File: src/rtl/sar_seq_pkg.sv
package sar_seq_pkg;
  // control byte field positions
  localparam int unsigned PWR_HI_BIT = 7;
  localparam int unsigned PWR_LO_BIT = 6;
  localparam int unsigned ACQ_BIT = 5;
  localparam int unsigned PAIR_BIT = 4;
  localparam int unsigned POL_BIT = 3;
  localparam int unsigned CH_MSB = 2;
  localparam int unsigned CH_LSB = 0;
  localparam int unsigned DATA_W = 8;
  localparam int unsigned RESULT_W = 12;
  localparam int unsigned FIFO_DEPTH = 32;
  // power/clock codes
  localparam logic [1:0] PWR_SHUTDOWN = 2'h0;
  localparam logic [1:0] PWR_STANDBY = 2'h1;
  localparam logic [1:0] PWR_INT_CLK = 2'h2;
  localparam logic [1:0] PWR_EXT_CLK = 2'h3;
  localparam logic [7:0] CTRL_RESET = 8'hc0;
  // timing in conversion-clock cycles
  localparam logic [3:0] CONV_CYCLES = 4'hd;
  localparam logic [3:0] ACQ_CYCLES = 4'h3;
  localparam logic [2:0] HOLD_FALL_EDGE = 3'h4;
  // internal oscillator: 13 cycles in 3.6 us
  localparam int unsigned CORE_PERIOD_PS = 50000;
  localparam int unsigned CONV_TIME_PS = 3600000;
  localparam logic [6:0] OSC_WRAP = 7'(CONV_TIME_PS / CORE_PERIOD_PS);
  localparam logic [6:0] OSC_STEP = 7'(2 * CONV_CYCLES);
  typedef enum logic [1:0] {
    ST_IDLE,
    ST_ACQ,
    ST_CONV
  } seq_state_t;
endpackage

File: src/rtl/result_if.sv
`timescale 1ns/1ps
`default_nettype none
interface result_if;
  logic valid;
  logic ready;
  logic [11:0] data;
  modport src(output valid, output data, input ready);
  modport snk(input valid, input data, output ready);
endinterface
`default_nettype wire

File: src/rtl/result_fifo.sv
`timescale 1ns/1ps
`default_nettype none
module result_fifo #(
  parameter int unsigned WIDTH = 12,
  parameter int unsigned DEPTH = 32
) (
  input wire logic clk_i,
  input wire logic rst_n_i,
  input wire logic flush_i,
  input wire logic in_valid_i,
  output logic in_ready_o,
  input wire logic [WIDTH-1:0] in_data_i,
  output logic out_valid_o,
  input wire logic out_ready_i,
  output logic [WIDTH-1:0] out_data_o
);
  localparam int unsigned AW = $clog2(DEPTH);
  logic [WIDTH-1:0] mem_r [DEPTH];
  logic [AW-1:0] wp_r;
  logic [AW-1:0] rp_r;
  logic [AW:0] cnt_r;
  logic push;
  logic pop;
  assign in_ready_o = (cnt_r != (AW+1)'(DEPTH));
  assign out_valid_o = (cnt_r != '0);
  assign out_data_o = mem_r[rp_r];
  assign push = in_valid_i && in_ready_o;
  assign pop = out_valid_o && out_ready_i;
  always_ff @(posedge clk_i) begin
    if (push) begin
      mem_r[wp_r] <= in_data_i;
    end
  end
  always_ff @(posedge clk_i or negedge rst_n_i) begin
    if (!rst_n_i) begin
      wp_r <= '0;
      rp_r <= '0;
      cnt_r <= '0;
    end else if (flush_i) begin
      wp_r <= '0;
      rp_r <= '0;
      cnt_r <= '0;
    end else begin
      if (push) begin
        wp_r <= AW'(wp_r + 1'b1);
      end
      if (pop) begin
        rp_r <= AW'(rp_r + 1'b1);
      end
      cnt_r <= (AW+1)'(cnt_r + push - pop);
    end
  end
endmodule
`default_nettype wire

File: src/rtl/sar_adc_acquisition_sequencer.sv
`timescale 1ns/1ps
`default_nettype none
module sar_adc_acquisition_sequencer
  import sar_seq_pkg::*;
(
  // clock and reset
  input wire logic CORE_CLK_I,
  input wire logic RESETN_I,
  // host port pins
  input wire logic DEV_SEL_N_I,
  input wire logic STORE_N_I,
  input wire logic FETCH_N_I,
  input wire logic UPPER_BYTE_SELECT_I,
  input wire logic CONV_CLK_I,
  input wire logic [7:0] DATA_I,
  output logic [7:0] DATA_O,
  output logic DATA_OE_O,
  output logic DONE_N_O,
  // analog front-end controls
  output logic TRACK_O,
  output logic [2:0] CHANNEL_SELECT_O,
  output logic INPUT_PAIRING_SELECT_O,
  output logic POLARITY_SELECT_O,
  output logic [1:0] POWER_MODE_O,
  output logic SAR_STEP_O,
  // comparator result bit per step
  input wire logic COMP_I
);
  // three-stage pin synchronisers
  logic [2:0] sel_s;
  logic [2:0] wr_s;
  logic [2:0] rd_s;
  logic [2:0] ck_s;
  logic [2:0] hb_s;
  always_ff @(posedge CORE_CLK_I or negedge RESETN_I) begin
    if (!RESETN_I) begin
      sel_s <= 3'h7;
      wr_s <= 3'h7;
      rd_s <= 3'h7;
      ck_s <= 3'h0;
      hb_s <= 3'h0;
    end else begin
      sel_s <= {sel_s[1:0], DEV_SEL_N_I};
      wr_s <= {wr_s[1:0], STORE_N_I};
      rd_s <= {rd_s[1:0], FETCH_N_I};
      ck_s <= {ck_s[1:0], CONV_CLK_I};
      hb_s <= {hb_s[1:0], UPPER_BYTE_SELECT_I};
    end
  end

  // filtered levels: change once stages two and three agree
  logic sel_n_r;
  logic wr_n_r;
  logic rd_n_r;
  logic ck_r;
  logic hb_r;
  always_ff @(posedge CORE_CLK_I or negedge RESETN_I) begin
    if (!RESETN_I) begin
      sel_n_r <= 1'b1;
      wr_n_r <= 1'b1;
      rd_n_r <= 1'b1;
      ck_r <= 1'b0;
      hb_r <= 1'b0;
    end else begin
      if (sel_s[1] == sel_s[2]) sel_n_r <= sel_s[2];
      if (wr_s[1] == wr_s[2]) wr_n_r <= wr_s[2];
      if (rd_s[1] == rd_s[2]) rd_n_r <= rd_s[2];
      if (ck_s[1] == ck_s[2]) ck_r <= ck_s[2];
      if (hb_s[1] == hb_s[2]) hb_r <= hb_s[2];
    end
  end

  // data bus is sampled while the strobe is low; settled by the rising edge
  logic [7:0] wdata_r;
  logic wr_d_r;
  logic rd_d_r;
  logic ck_d_r;
  always_ff @(posedge CORE_CLK_I or negedge RESETN_I) begin
    if (!RESETN_I) begin
      wdata_r <= 8'h00;
      wr_d_r <= 1'b1;
      rd_d_r <= 1'b1;
      ck_d_r <= 1'b0;
    end else begin
      if (!STORE_N_I && !DEV_SEL_N_I) wdata_r <= DATA_I;
      wr_d_r <= wr_n_r;
      rd_d_r <= rd_n_r;
      ck_d_r <= ck_r;
    end
  end

  logic write_ev;
  logic read_ev;
  logic ext_rise;
  logic ext_fall;
  assign write_ev = !sel_n_r && wr_n_r && !wr_d_r;
  assign read_ev = !sel_n_r && !rd_n_r && rd_d_r;
  assign ext_rise = !sel_n_r && ck_r && !ck_d_r;
  assign ext_fall = !sel_n_r && !ck_r && ck_d_r;

  // control byte
  logic [7:0] ctrl_r;
  logic ext_clk_r;
  always_ff @(posedge CORE_CLK_I or negedge RESETN_I) begin
    if (!RESETN_I) begin
      ctrl_r <= CTRL_RESET;
    end else if (write_ev) begin
      ctrl_r <= wdata_r;
    end
  end

  // power codes 00/01 keep the last clock source
  always_ff @(posedge CORE_CLK_I or negedge RESETN_I) begin
    if (!RESETN_I) begin
      ext_clk_r <= 1'b1;
    end else if (write_ev && wdata_r[PWR_HI_BIT]) begin
      ext_clk_r <= wdata_r[PWR_LO_BIT];
    end
  end

  // internal oscillator: phase accumulator, half periods of 2 or 3 core cycles,
  // so thirteen periods span the whole conversion time with no rounding
  logic [6:0] osc_acc_r;
  logic [6:0] osc_sum;
  logic osc_tick;
  logic osc_r;
  logic osc_rise;
  logic osc_fall;
  assign osc_sum = osc_acc_r + OSC_STEP;
  assign osc_tick = (osc_sum >= OSC_WRAP) && !write_ev;
  always_ff @(posedge CORE_CLK_I or negedge RESETN_I) begin
    if (!RESETN_I) begin
      osc_acc_r <= 7'h00;
      osc_r <= 1'b0;
    end else if (write_ev) begin
      osc_acc_r <= 7'h00;
      osc_r <= 1'b0;
    end else if (osc_tick) begin
      osc_acc_r <= osc_sum - OSC_WRAP;
      osc_r <= !osc_r;
    end else begin
      osc_acc_r <= osc_sum;
    end
  end
  assign osc_rise = osc_tick && !osc_r;
  assign osc_fall = osc_tick && osc_r;

  // selected conversion clock edges
  logic clk_rise;
  logic clk_fall;
  assign clk_rise = ext_clk_r ? ext_rise : osc_rise;
  assign clk_fall = ext_clk_r ? ext_fall : osc_fall;

  logic powered;
  assign powered = ctrl_r[PWR_HI_BIT];

  // sequencer
  seq_state_t state_r;
  logic [3:0] cyc_r;
  logic [11:0] sar_r;
  logic [11:0] result_r;
  logic done_n_r;
  logic conv_done;
  assign conv_done = state_r == ST_CONV && clk_fall && cyc_r == CONV_CYCLES - 4'h1;

  always_ff @(posedge CORE_CLK_I or negedge RESETN_I) begin
    if (!RESETN_I) begin
      state_r <= ST_IDLE;
      cyc_r <= 4'h0;
    end else if (write_ev) begin
      cyc_r <= 4'h0;
      if (!ctrl_r[ACQ_BIT] || state_r != ST_ACQ || wdata_r[ACQ_BIT]) begin
        state_r <= ST_ACQ;
      end else begin
        state_r <= ST_CONV;
      end
    end else begin
      case (state_r)
        ST_ACQ: begin
          if (!ctrl_r[ACQ_BIT] && clk_fall) begin
            if (cyc_r == {1'b0, HOLD_FALL_EDGE} - 4'h1) begin
              state_r <= ST_CONV;
              cyc_r <= 4'h0;
            end else begin
              cyc_r <= cyc_r + 4'h1;
            end
          end
        end
        ST_CONV: begin
          if (clk_fall) begin
            if (conv_done) begin
              state_r <= ST_IDLE;
            end else begin
              cyc_r <= cyc_r + 4'h1;
            end
          end
        end
        default: begin
          state_r <= ST_IDLE;
        end
      endcase
    end
  end

  // sar register; one bit decided per rising edge
  always_ff @(posedge CORE_CLK_I or negedge RESETN_I) begin
    if (!RESETN_I) begin
      sar_r <= 12'h000;
    end else if (write_ev) begin
      sar_r <= 12'h000;
    end else if (state_r == ST_CONV && clk_rise && cyc_r < CONV_CYCLES - 4'h1) begin
      sar_r <= {sar_r[10:0], COMP_I};
    end
  end

  // result fifo; the host reads the oldest unread result, a full fifo drops new ones
  result_if res_if ();
  logic fifo_valid;
  logic [11:0] fifo_data;
  assign res_if.valid = conv_done && powered;
  assign res_if.data = sar_r;

  result_fifo #(
    .WIDTH(RESULT_W),
    .DEPTH(FIFO_DEPTH)
  ) u_fifo (
    .clk_i(CORE_CLK_I),
    .rst_n_i(RESETN_I),
    .flush_i(1'b0),
    .in_valid_i(res_if.valid),
    .in_ready_o(res_if.ready),
    .in_data_i(res_if.data),
    .out_valid_o(fifo_valid),
    .out_ready_i(read_ev && hb_r),
    .out_data_o(fifo_data)
  );

  // last result, shown again once the fifo is drained
  always_ff @(posedge CORE_CLK_I or negedge RESETN_I) begin
    if (!RESETN_I) begin
      result_r <= 12'h000;
    end else if (conv_done && powered) begin
      result_r <= sar_r;
    end
  end

  always_ff @(posedge CORE_CLK_I or negedge RESETN_I) begin
    if (!RESETN_I) begin
      done_n_r <= 1'b1;
    end else if (conv_done && powered) begin
      done_n_r <= 1'b0;
    end else if (read_ev || write_ev) begin
      done_n_r <= 1'b1;
    end
  end

  // read data mux
  logic [11:0] rd_src;
  logic [7:0] rd_byte;
  assign rd_src = fifo_valid ? fifo_data : result_r;
  always_comb begin
    if (hb_r) begin
      rd_byte = {{4{rd_src[11] & !ctrl_r[POL_BIT]}}, rd_src[11:8]};
    end else begin
      rd_byte = rd_src[7:0];
    end
  end

  // outputs
  always_ff @(posedge CORE_CLK_I or negedge RESETN_I) begin
    if (!RESETN_I) begin
      DATA_O <= 8'h00;
      DATA_OE_O <= 1'b0;
      DONE_N_O <= 1'b1;
      TRACK_O <= 1'b0;
      CHANNEL_SELECT_O <= 3'h0;
      INPUT_PAIRING_SELECT_O <= 1'b0;
      POLARITY_SELECT_O <= 1'b0;
      POWER_MODE_O <= PWR_EXT_CLK;
      SAR_STEP_O <= 1'b0;
    end else begin
      DATA_O <= rd_byte;
      DATA_OE_O <= !sel_n_r && !rd_n_r;
      DONE_N_O <= done_n_r;
      TRACK_O <= state_r == ST_ACQ;
      CHANNEL_SELECT_O <= ctrl_r[CH_MSB:CH_LSB];
      INPUT_PAIRING_SELECT_O <= ctrl_r[PAIR_BIT];
      POLARITY_SELECT_O <= ctrl_r[POL_BIT];
      POWER_MODE_O <= ctrl_r[PWR_HI_BIT:PWR_LO_BIT];
      SAR_STEP_O <= state_r == ST_CONV && clk_rise;
    end
  end

  // checks
  property p_done_after_conv;
    @(posedge CORE_CLK_I) disable iff (!RESETN_I)
      (conv_done && powered && !write_ev) |=> ##1 !DONE_N_O;
  endproperty
  a_done_after_conv: assert property (p_done_after_conv) else $error("flag not low after conversion");

  property p_done_clear;
    @(posedge CORE_CLK_I) disable iff (!RESETN_I)
      (read_ev && !(conv_done && powered)) |=> ##1 DONE_N_O;
  endproperty
  a_done_clear: assert property (p_done_clear) else $error("flag not cleared by read");

  property p_write_tracks;
    @(posedge CORE_CLK_I) disable iff (!RESETN_I)
      (write_ev && wdata_r[ACQ_BIT]) |=> ##1 TRACK_O;
  endproperty
  a_write_tracks: assert property (p_write_tracks) else $error("no tracking after write");

  property p_ext_clk_reset;
    @(posedge CORE_CLK_I) disable iff (!RESETN_I)
      (write_ev && wdata_r[PWR_HI_BIT:PWR_LO_BIT] == PWR_INT_CLK) |=> !ext_clk_r;
  endproperty
  a_ext_clk_reset: assert property (p_ext_clk_reset) else $error("clock source not internal");

  property p_keep_clk;
    @(posedge CORE_CLK_I) disable iff (!RESETN_I)
      (write_ev && !wdata_r[PWR_HI_BIT]) |=> $stable(ext_clk_r);
  endproperty
  a_keep_clk: assert property (p_keep_clk) else $error("power-down changed clock source");

  property p_int_ignores_ext;
    @(posedge CORE_CLK_I) disable iff (!RESETN_I)
      (!ext_clk_r && ext_fall && !osc_fall) |-> !clk_fall;
  endproperty
  a_int_ignores_ext: assert property (p_int_ignores_ext) else $error("external clock used");

  property p_deselect_quiet;
    @(posedge CORE_CLK_I) disable iff (!RESETN_I)
      sel_n_r |=> !DATA_OE_O;
  endproperty
  a_deselect_quiet: assert property (p_deselect_quiet) else $error("bus driven while deselected");

  property p_abort;
    @(posedge CORE_CLK_I) disable iff (!RESETN_I)
      (write_ev && state_r == ST_CONV) |=> state_r == ST_ACQ;
  endproperty
  a_abort: assert property (p_abort) else $error("conversion not aborted");
endmodule
`default_nettype wire

File: config.mk
export PLATFORM = sky130hd
export DESIGN_NAME = sar_adc_acquisition_sequencer
export DESIGN_NICKNAME = d
export VERILOG_FILES = /design/src/rtl/sar_seq_pkg.sv /design/src/rtl/result_if.sv /design/src/rtl/result_fifo.sv /design/src/rtl/sar_adc_acquisition_sequencer.sv
export SDC_FILE = /design/constraint.sdc
export NUM_CORES = 1
export LEC_CHECK = 0
export ABC_AREA = 0
export BUFFER_PORTS_ARGS = -buffer_cell sky130_fd_sc_hd__buf_4
export CAP_MARGIN = 10
export CORE_ASPECT_RATIO = 1.1
export CORE_MARGIN = 2
export CORE_UTILIZATION = 45
export CTS_CLUSTER_DIAMETER = 200
export DETAILED_ROUTE_END_ITERATION = 16
export HOLD_SLACK_MARGIN = 0.03
export PLACE_DENSITY = 0.63
export SYNTH_ARGS = -nofsm -noshare
export SYNTH_HDL_FRONTEND = slang
export SYNTH_HIERARCHICAL = 1
export SYNTH_SLANG_ARGS = --single-unit
File: constraint.sdc
create_clock -name CORE_CLK_I -period 6.65 [get_ports CORE_CLK_I]
set_input_delay 0.3325 -clock CORE_CLK_I [delete_from_list [all_inputs] [get_ports CORE_CLK_I]]
set_output_delay 0.3325 -clock CORE_CLK_I [all_outputs]
set_load 0.02 [all_outputs]
After elaboration in Yosys (flattened, before gate mapping)
Memories as Yosys holds them, arrays and structs flattened. Cells that the tools add are included. W data, S select, Z words.

Register bits: 114. Memory bits (writable): 384. Bits of input ports: 16. Word-level logic and storage cells: 132. Memories kept: 1.

Memories: u_fifo.mem_r (depth 32, bits a word 12, read ports 1, clocked after memory_dff 0, wr ports 1, RTL line result_fifo.sv:18) `logic [WIDTH-1:0] mem_r [DEPTH];`.

Add/subtract/negate cells: 7. Magnitude comparators: 2. Equal/unequal tests: 16. Mux-type cells: 27. Bitwise gates (word level): 1. Reduce and logical (&&, ||, !) cells: 43.

Operators with widths (number): $mux W12 (3); $logic_and A1 B1 Y1 (22); $mux W4 (5); $ne A3 B3 Y1 const B (5); $mux W7 (2); $mux W2 (6); $logic_not A1 Y1 (11); $add A5 B1 Y5 const B (2); $mux W1 (8); $mux W8 (1); $pmux W4 S2 (1); $reduce_and A4 Y1 (2); $add A7 B5 Y7 const B (1); $ge A7 B7 Y1 const B (1); $sub A7 B7 Y7 const B (1); $add A6 B1 Y6 (1); $ne A6 B6 Y1 const B (1); $reduce_bool A2 Y1 (3); $reduce_bool A6 Y1 (1); $sub A6 B1 Y6 (1); $eq A1 B1 Y1 (5); $add A4 B1 Y4 const B (1); $eq A4 B2 Y1 const B (1); $eq A4 B4 Y1 const B (1); 8 further kinds (10).

Longest topological paths before layout
Word-level depth: 13. Gate-level depth with buffers: 20. Mapped depth without buffers: 18.

Hierarchy
Netlist, hierarchy kept.

Modules (own cells, without submodules): result_fifo (times used 1, cells an instance 780, area an instance 15761.4 µm²); sar_adc_acquisition_sequencer (times used 1, cells an instance 289, area an instance 3842.4 µm²).

Worst setup path after synthesis
No wires, ideal clock.

Path kind: reg-to-reg. Start: register osc_acc_r[1]. End: memory u_fifo.mem_r[23][0] (enable). Setup time: 399 ps. Arrival: 3597 ps. Data required time: 6251 ps. Setup slack: 2654 ps. Cell stages (with the launch flop): 12. Buffers on the path: 2. Period minus slack after synthesis: 3996 ps. Path through: dfrtp_1 > ha_1 > nor4bb_2 > a221oi_2 > a22oi_4 > a21oi_2 > nor3b_4 > buf_4 > and2_1 > clkbuf_1 > nand3_1 > nor3b_1.

Cells in the longest elaborated chain, start to end: 11.

RTL lines: start: declaration (RTL line sar_adc_acquisition_sequencer.sv:123) `logic [6:0] osc_acc_r;`; start signal: assignment (RTL line sar_adc_acquisition_sequencer.sv:139) `osc_acc_r <= osc_sum - OSC_WRAP;`; start signal: assignment (RTL line sar_adc_acquisition_sequencer.sv:142) `osc_acc_r <= osc_sum;`; $add A7 B5 Y7 (RTL line sar_adc_acquisition_sequencer.sv:129) `assign osc_sum = osc_acc_r + OSC_STEP;`; $ge A7 B7 Y1 (RTL line sar_adc_acquisition_sequencer.sv:130) `assign osc_tick = (osc_sum >= OSC_WRAP) && !write_ev;`; $logic_and A1 B1 Y1 (RTL line sar_adc_acquisition_sequencer.sv:130); $logic_and A1 B1 Y1 (RTL line sar_adc_acquisition_sequencer.sv:146) `assign osc_fall = osc_tick && osc_r;`; $mux W1 (RTL line sar_adc_acquisition_sequencer.sv:152) `assign clk_fall = ext_clk_r ? ext_fall : osc_fall;`; $logic_and A1 B1 Y1 (2 in a row) (RTL line sar_adc_acquisition_sequencer.sv:164) `assign conv_done = state_r == ST_CONV && clk_fall && cyc_r == CONV_CYCLES - 4'h1;`; $logic_and A1 B1 Y1 (RTL line sar_adc_acquisition_sequencer.sv:220) `assign res_if.valid = conv_done && powered;`; via res_if.valid (RTL line result_if.sv:4) `logic valid;`; $logic_and A1 B1 Y1 (RTL line result_fifo.sv:27) `assign push = in_valid_i && in_ready_o;`; $mux W1 (RTL line result_fifo.sv:30) `if (push) begin`; $mux W1 (implied by the code) (RTL line result_fifo.sv:31) `mem_r[wp_r] <= in_data_i;`; end: declaration (RTL line result_fifo.sv:18).

The timed path passes the listed nets, and every way through them passes these cells.

Final worst setup path
Start: register osc_acc_r[1]. End: memory u_fifo.mem_r[10][2] (enable).

Cells in the longest elaborated chain, start to end: 11.

RTL lines (RTL line): $add A7 B5 Y7 (sar_adc_acquisition_sequencer.sv:129); $ge A7 B7 Y1 (sar_adc_acquisition_sequencer.sv:130); $logic_and A1 B1 Y1 (sar_adc_acquisition_sequencer.sv:130); $logic_and A1 B1 Y1 (sar_adc_acquisition_sequencer.sv:146); $mux W1 (sar_adc_acquisition_sequencer.sv:152); $logic_and A1 B1 Y1 (2 in a row) (sar_adc_acquisition_sequencer.sv:164); $logic_and A1 B1 Y1 (sar_adc_acquisition_sequencer.sv:220); $logic_and A1 B1 Y1 (result_fifo.sv:27); $mux W1 (result_fifo.sv:30); $mux W1 (implied by the code) (result_fifo.sv:31).

No other way between the ends.

==> impl_metrics.env <==
export IMPL_cp_start_kind="flop"
export IMPL_synthFlopType="edfxtp_1"
export IMPL_coreArea_um2=43100
export IMPL_grt_total_usage_pct=18.9
export IMPL_clkTransAtPathRegs_ns=0.06
export IMPL_fin_tns_setup_ns=0
export IMPL_hpwlAfterDp_um=26000
export IMPL_synth_nets=1104
export IMPL_setup_violations=0
export IMPL_cts_path_max_buffers=3
export IMPL_placed_cells=1641
export IMPL_synthXorXnorAreaFrac_pct=0.760
export IMPL_hold_viol_final=0
export IMPL_syn_inst=1069
export IMPL_syn_area_per_cell_um2=18.3
export IMPL_io_buffers=34
export IMPL_drc=0
export IMPL_yosys_area_share_simple_pct=4.29
export IMPL_dr_total_vias=9895
export IMPL_setup_slack_ns=1.83
export IMPL_drt_iter0_drc=943
export IMPL_synth_top_family_by_area="multiplexers"
export IMPL_final_antenna_net_count=0
export IMPL_diodes=0
export IMPL_rows=80
export IMPL_netlist_area_um2=19600
export IMPL_dieHeight_um=223
export IMPL_cellPowerDensity_nw_per_um2=310
export IMPL_power_mw=6.85
export IMPL_synthAdderAreaFrac_pct=1.51
export IMPL_wire_per_inst_um=23.9
export IMPL_wl_um=41600
export IMPL_arrival_ns=4.99
export IMPL_yosys_warnings=6
export IMPL_hp_class="in -> async"
export IMPL_antenna_found_initial=0
export IMPL_seq_area_frac_synth_pct=73.4
export IMPL_max_vdd_ir_drop_uv=239
export IMPL_rsz0062_at_grt="no"
export IMPL_async_flop_share_pct=22.7
export IMPL_synth_mux_area_share_pct=12.8
export IMPL_numCtsBuffers=48
export IMPL_worstPathRequired_ns=6.82
export IMPL_grt_pass1_vias=10100
export IMPL_synth_cell_types=66
export IMPL_dr_pass1_iters=5
export IMPL_min_period_ns=4.82
export IMPL_final_setup_skew_ns=0.00785
export IMPL_fin_cells=1743
export IMPL_whs_ns=0.211
export IMPL_grt_overflow=0
export IMPL_worst_setup_path_type="reg -> reg"
export IMPL_fp_dieArea_um2=45300
export IMPL_max_slew_margin_pct=18.1
export IMPL_area_delta_synth_final_pct=12.6
export IMPL_start_util_pct=45.4
export IMPL_cts_tree="yes"
export IMPL_post_route_util_pct=51.2
export IMPL_finalCritPeriodShare_pct=72.5
export IMPL_fmax_ghz=0.207
export IMPL_synth_edff_count=384
export IMPL_num_io_pins=35
export IMPL_stdcell_area_um2=22100
export IMPL_viasPerCell=5.68
export IMPL_maxCapViolCount=0
export IMPL_clock_sinks=497
export IMPL_ys_seq_elements=497
export IMPL_layout_drive_gt1_share_pct=21.3
export IMPL_grt_pass1_wl_um=63400
export IMPL_die_w_um=203
export IMPL_htree_levels=2
export IMPL_slew_violations=0
export IMPL_fin_nets=1167
export IMPL_end_kind="flop"
export IMPL_clockRootBuffer="clkbuf_16"
export IMPL_p_leak_nw=7.12
export IMPL_status="finished, final reports clean"
export IMPL_insertion_delay_ns=0.56
export IMPL_crit_fanout=17
export IMPL_grt_max_degree=90
export IMPL_worstMarginPinSlew_ns=1.22
export IMPL_place_area_um2=20400
export IMPL_post_place_ws_ns=1.85
export IMPL_synth_compound_area_share_pct=5.23
export IMPL_place_congestion=0.848
[kinds of logic (layout without fill, tap and decap cells)]
group           after synthesis  count (layout)
compound gates              140             140
xor+xnor                     17              17
fa+ha+maj                    24              24
buf+inv                      71             171
flops                       497             497
mux                         151             151
other cells                   1               1
simple gates                168             168
[cells in the final DEF (no fill, tap or decap), drive strengths merged, types with 15 or more instances in the layout]
master / count
a211oi: 24
a21oi: 28
a22o: 24
buf: 51
clkbuf: 66
clkinv: 18
dfrtp: 92
dfstp: 21
dlygate4sd3: 15
edfxtp: 384
ha: 18
inv: 17
mux2: 22
mux2i: 52
mux4: 77
nand2: 47
nor2: 57
[power by group]
| part | internal [mW] | total [mW] | switching (mW) |
|---|---|---|---|
| Combinational | 0.336 | 0.738 | 0.402 |
| Sequential | 3.43 | 3.52 | 0.0893 |
| Clock | 1.49 | 2.60 | 1.11 |
| Total | 5.26 | 6.85 | 1.60 |
[worst paths after layout]
kind                                   start             endpoint  slack (ns)  cells after the start
worst max-delay path            osc_acc_r[1]  u_fifo/mem_r[10][2]        1.83                      9
worst min-delay path                RESETN_I              hb_s[2]        0.21                      2
max in group asynchronous           RESETN_I       res_if.data[9]        5.00                      3
worst max register to register  osc_acc_r[1]  u_fifo/mem_r[10][2]        1.83                      9
worst min register to register       hb_s[0]              hb_s[1]        0.35                      0
min in group CORE_CLK_I              hb_s[0]              hb_s[1]        0.35                      0
[critical path, stage by stage, from the launching register on]
cell	delay (ns)
dfrtp_1	0.43
ha_1	0.36
nor4bb_2	0.38
a221oi_2	0.18
a22oi_4	0.29
a21oi_2	0.15
nor3b_4	0.75
and2_1	0.39
nand2_1	0.41
nor2_1	1.07
[synth_stat cells (4+ instances only)]
cell type	n	area, um2
a211oi_1	24	180
a21oi_1	27	135
a22o_1	24	210
a22oi_1	12	90.1
and2_1	6	37.5
and3_1	6	37.5
buf_2	11	55.1
buf_4	6	45.0
buf_6	8	90.1
clkbuf_1	23	86.3
dfrtp_1	92	2300
dfstp_2	21	552
edfxtp_1	384	11500
ha_1	18	225
inv_1	17	63.8
maj3_1	5	50.1
mux2_1	12	135
mux2_2	10	113
mux2i_1	52	521
mux4_1	4	105
mux4_2	73	1640
nand2_1	47	176
nand3_1	12	60.1
nand3b_1	4	30.0
nor2_1	57	214
nor2b_1	7	43.8
nor3_1	4	20.0
o21ai_0	9	45.0
o221ai_1	13	114
o22ai_1	12	75.1
xnor2_1	7	61.3
xor2_1	10	87.6
[layout make-up]
class	instances	area [um2]
clock buffer	66	1350
tap	574	718
sequential	497	14400
inverter	18	68.8
clock inverter	21	154
multi-input combinational	501	4840
timing repair buffer	66	546
fill	3406	21100
[registers in the layout, summed over array words and instances (netlist names), 2 cells and up]
signal            cells
ck_s                  3
u_fifo/wp_r           5
sel_s                 3
rd_s                  3
state_r               2
POWER_MODE_O          2
u_fifo/rp_r           5
wdata_r               8
wr_s                  3
result_r             12
DATA_O                8
u_fifo/mem_r        384
CHANNEL_SELECT_O      3
cyc_r                 4
osc_acc_r             6
res_if.data          12
hb_s                  3
u_fifo/cnt_r          6
ctrl_r                8
[per-layer routing]
layer,global-route usage (%),vias up,share of wire [%]
met5,0,-,0
met4,4.69,0,1.9
met3,4.21,59,7.4
met2,29.8,346,47
met1,27.0,5119,43
li1,-,4371,-
[what timing repair did]
action                    CTS  global route
hold buffers               15             0
gates resized for setup     0             0
hold endpoints to repair   38             0
setup buffers               0             0
(Power assumes the default switching activity.)
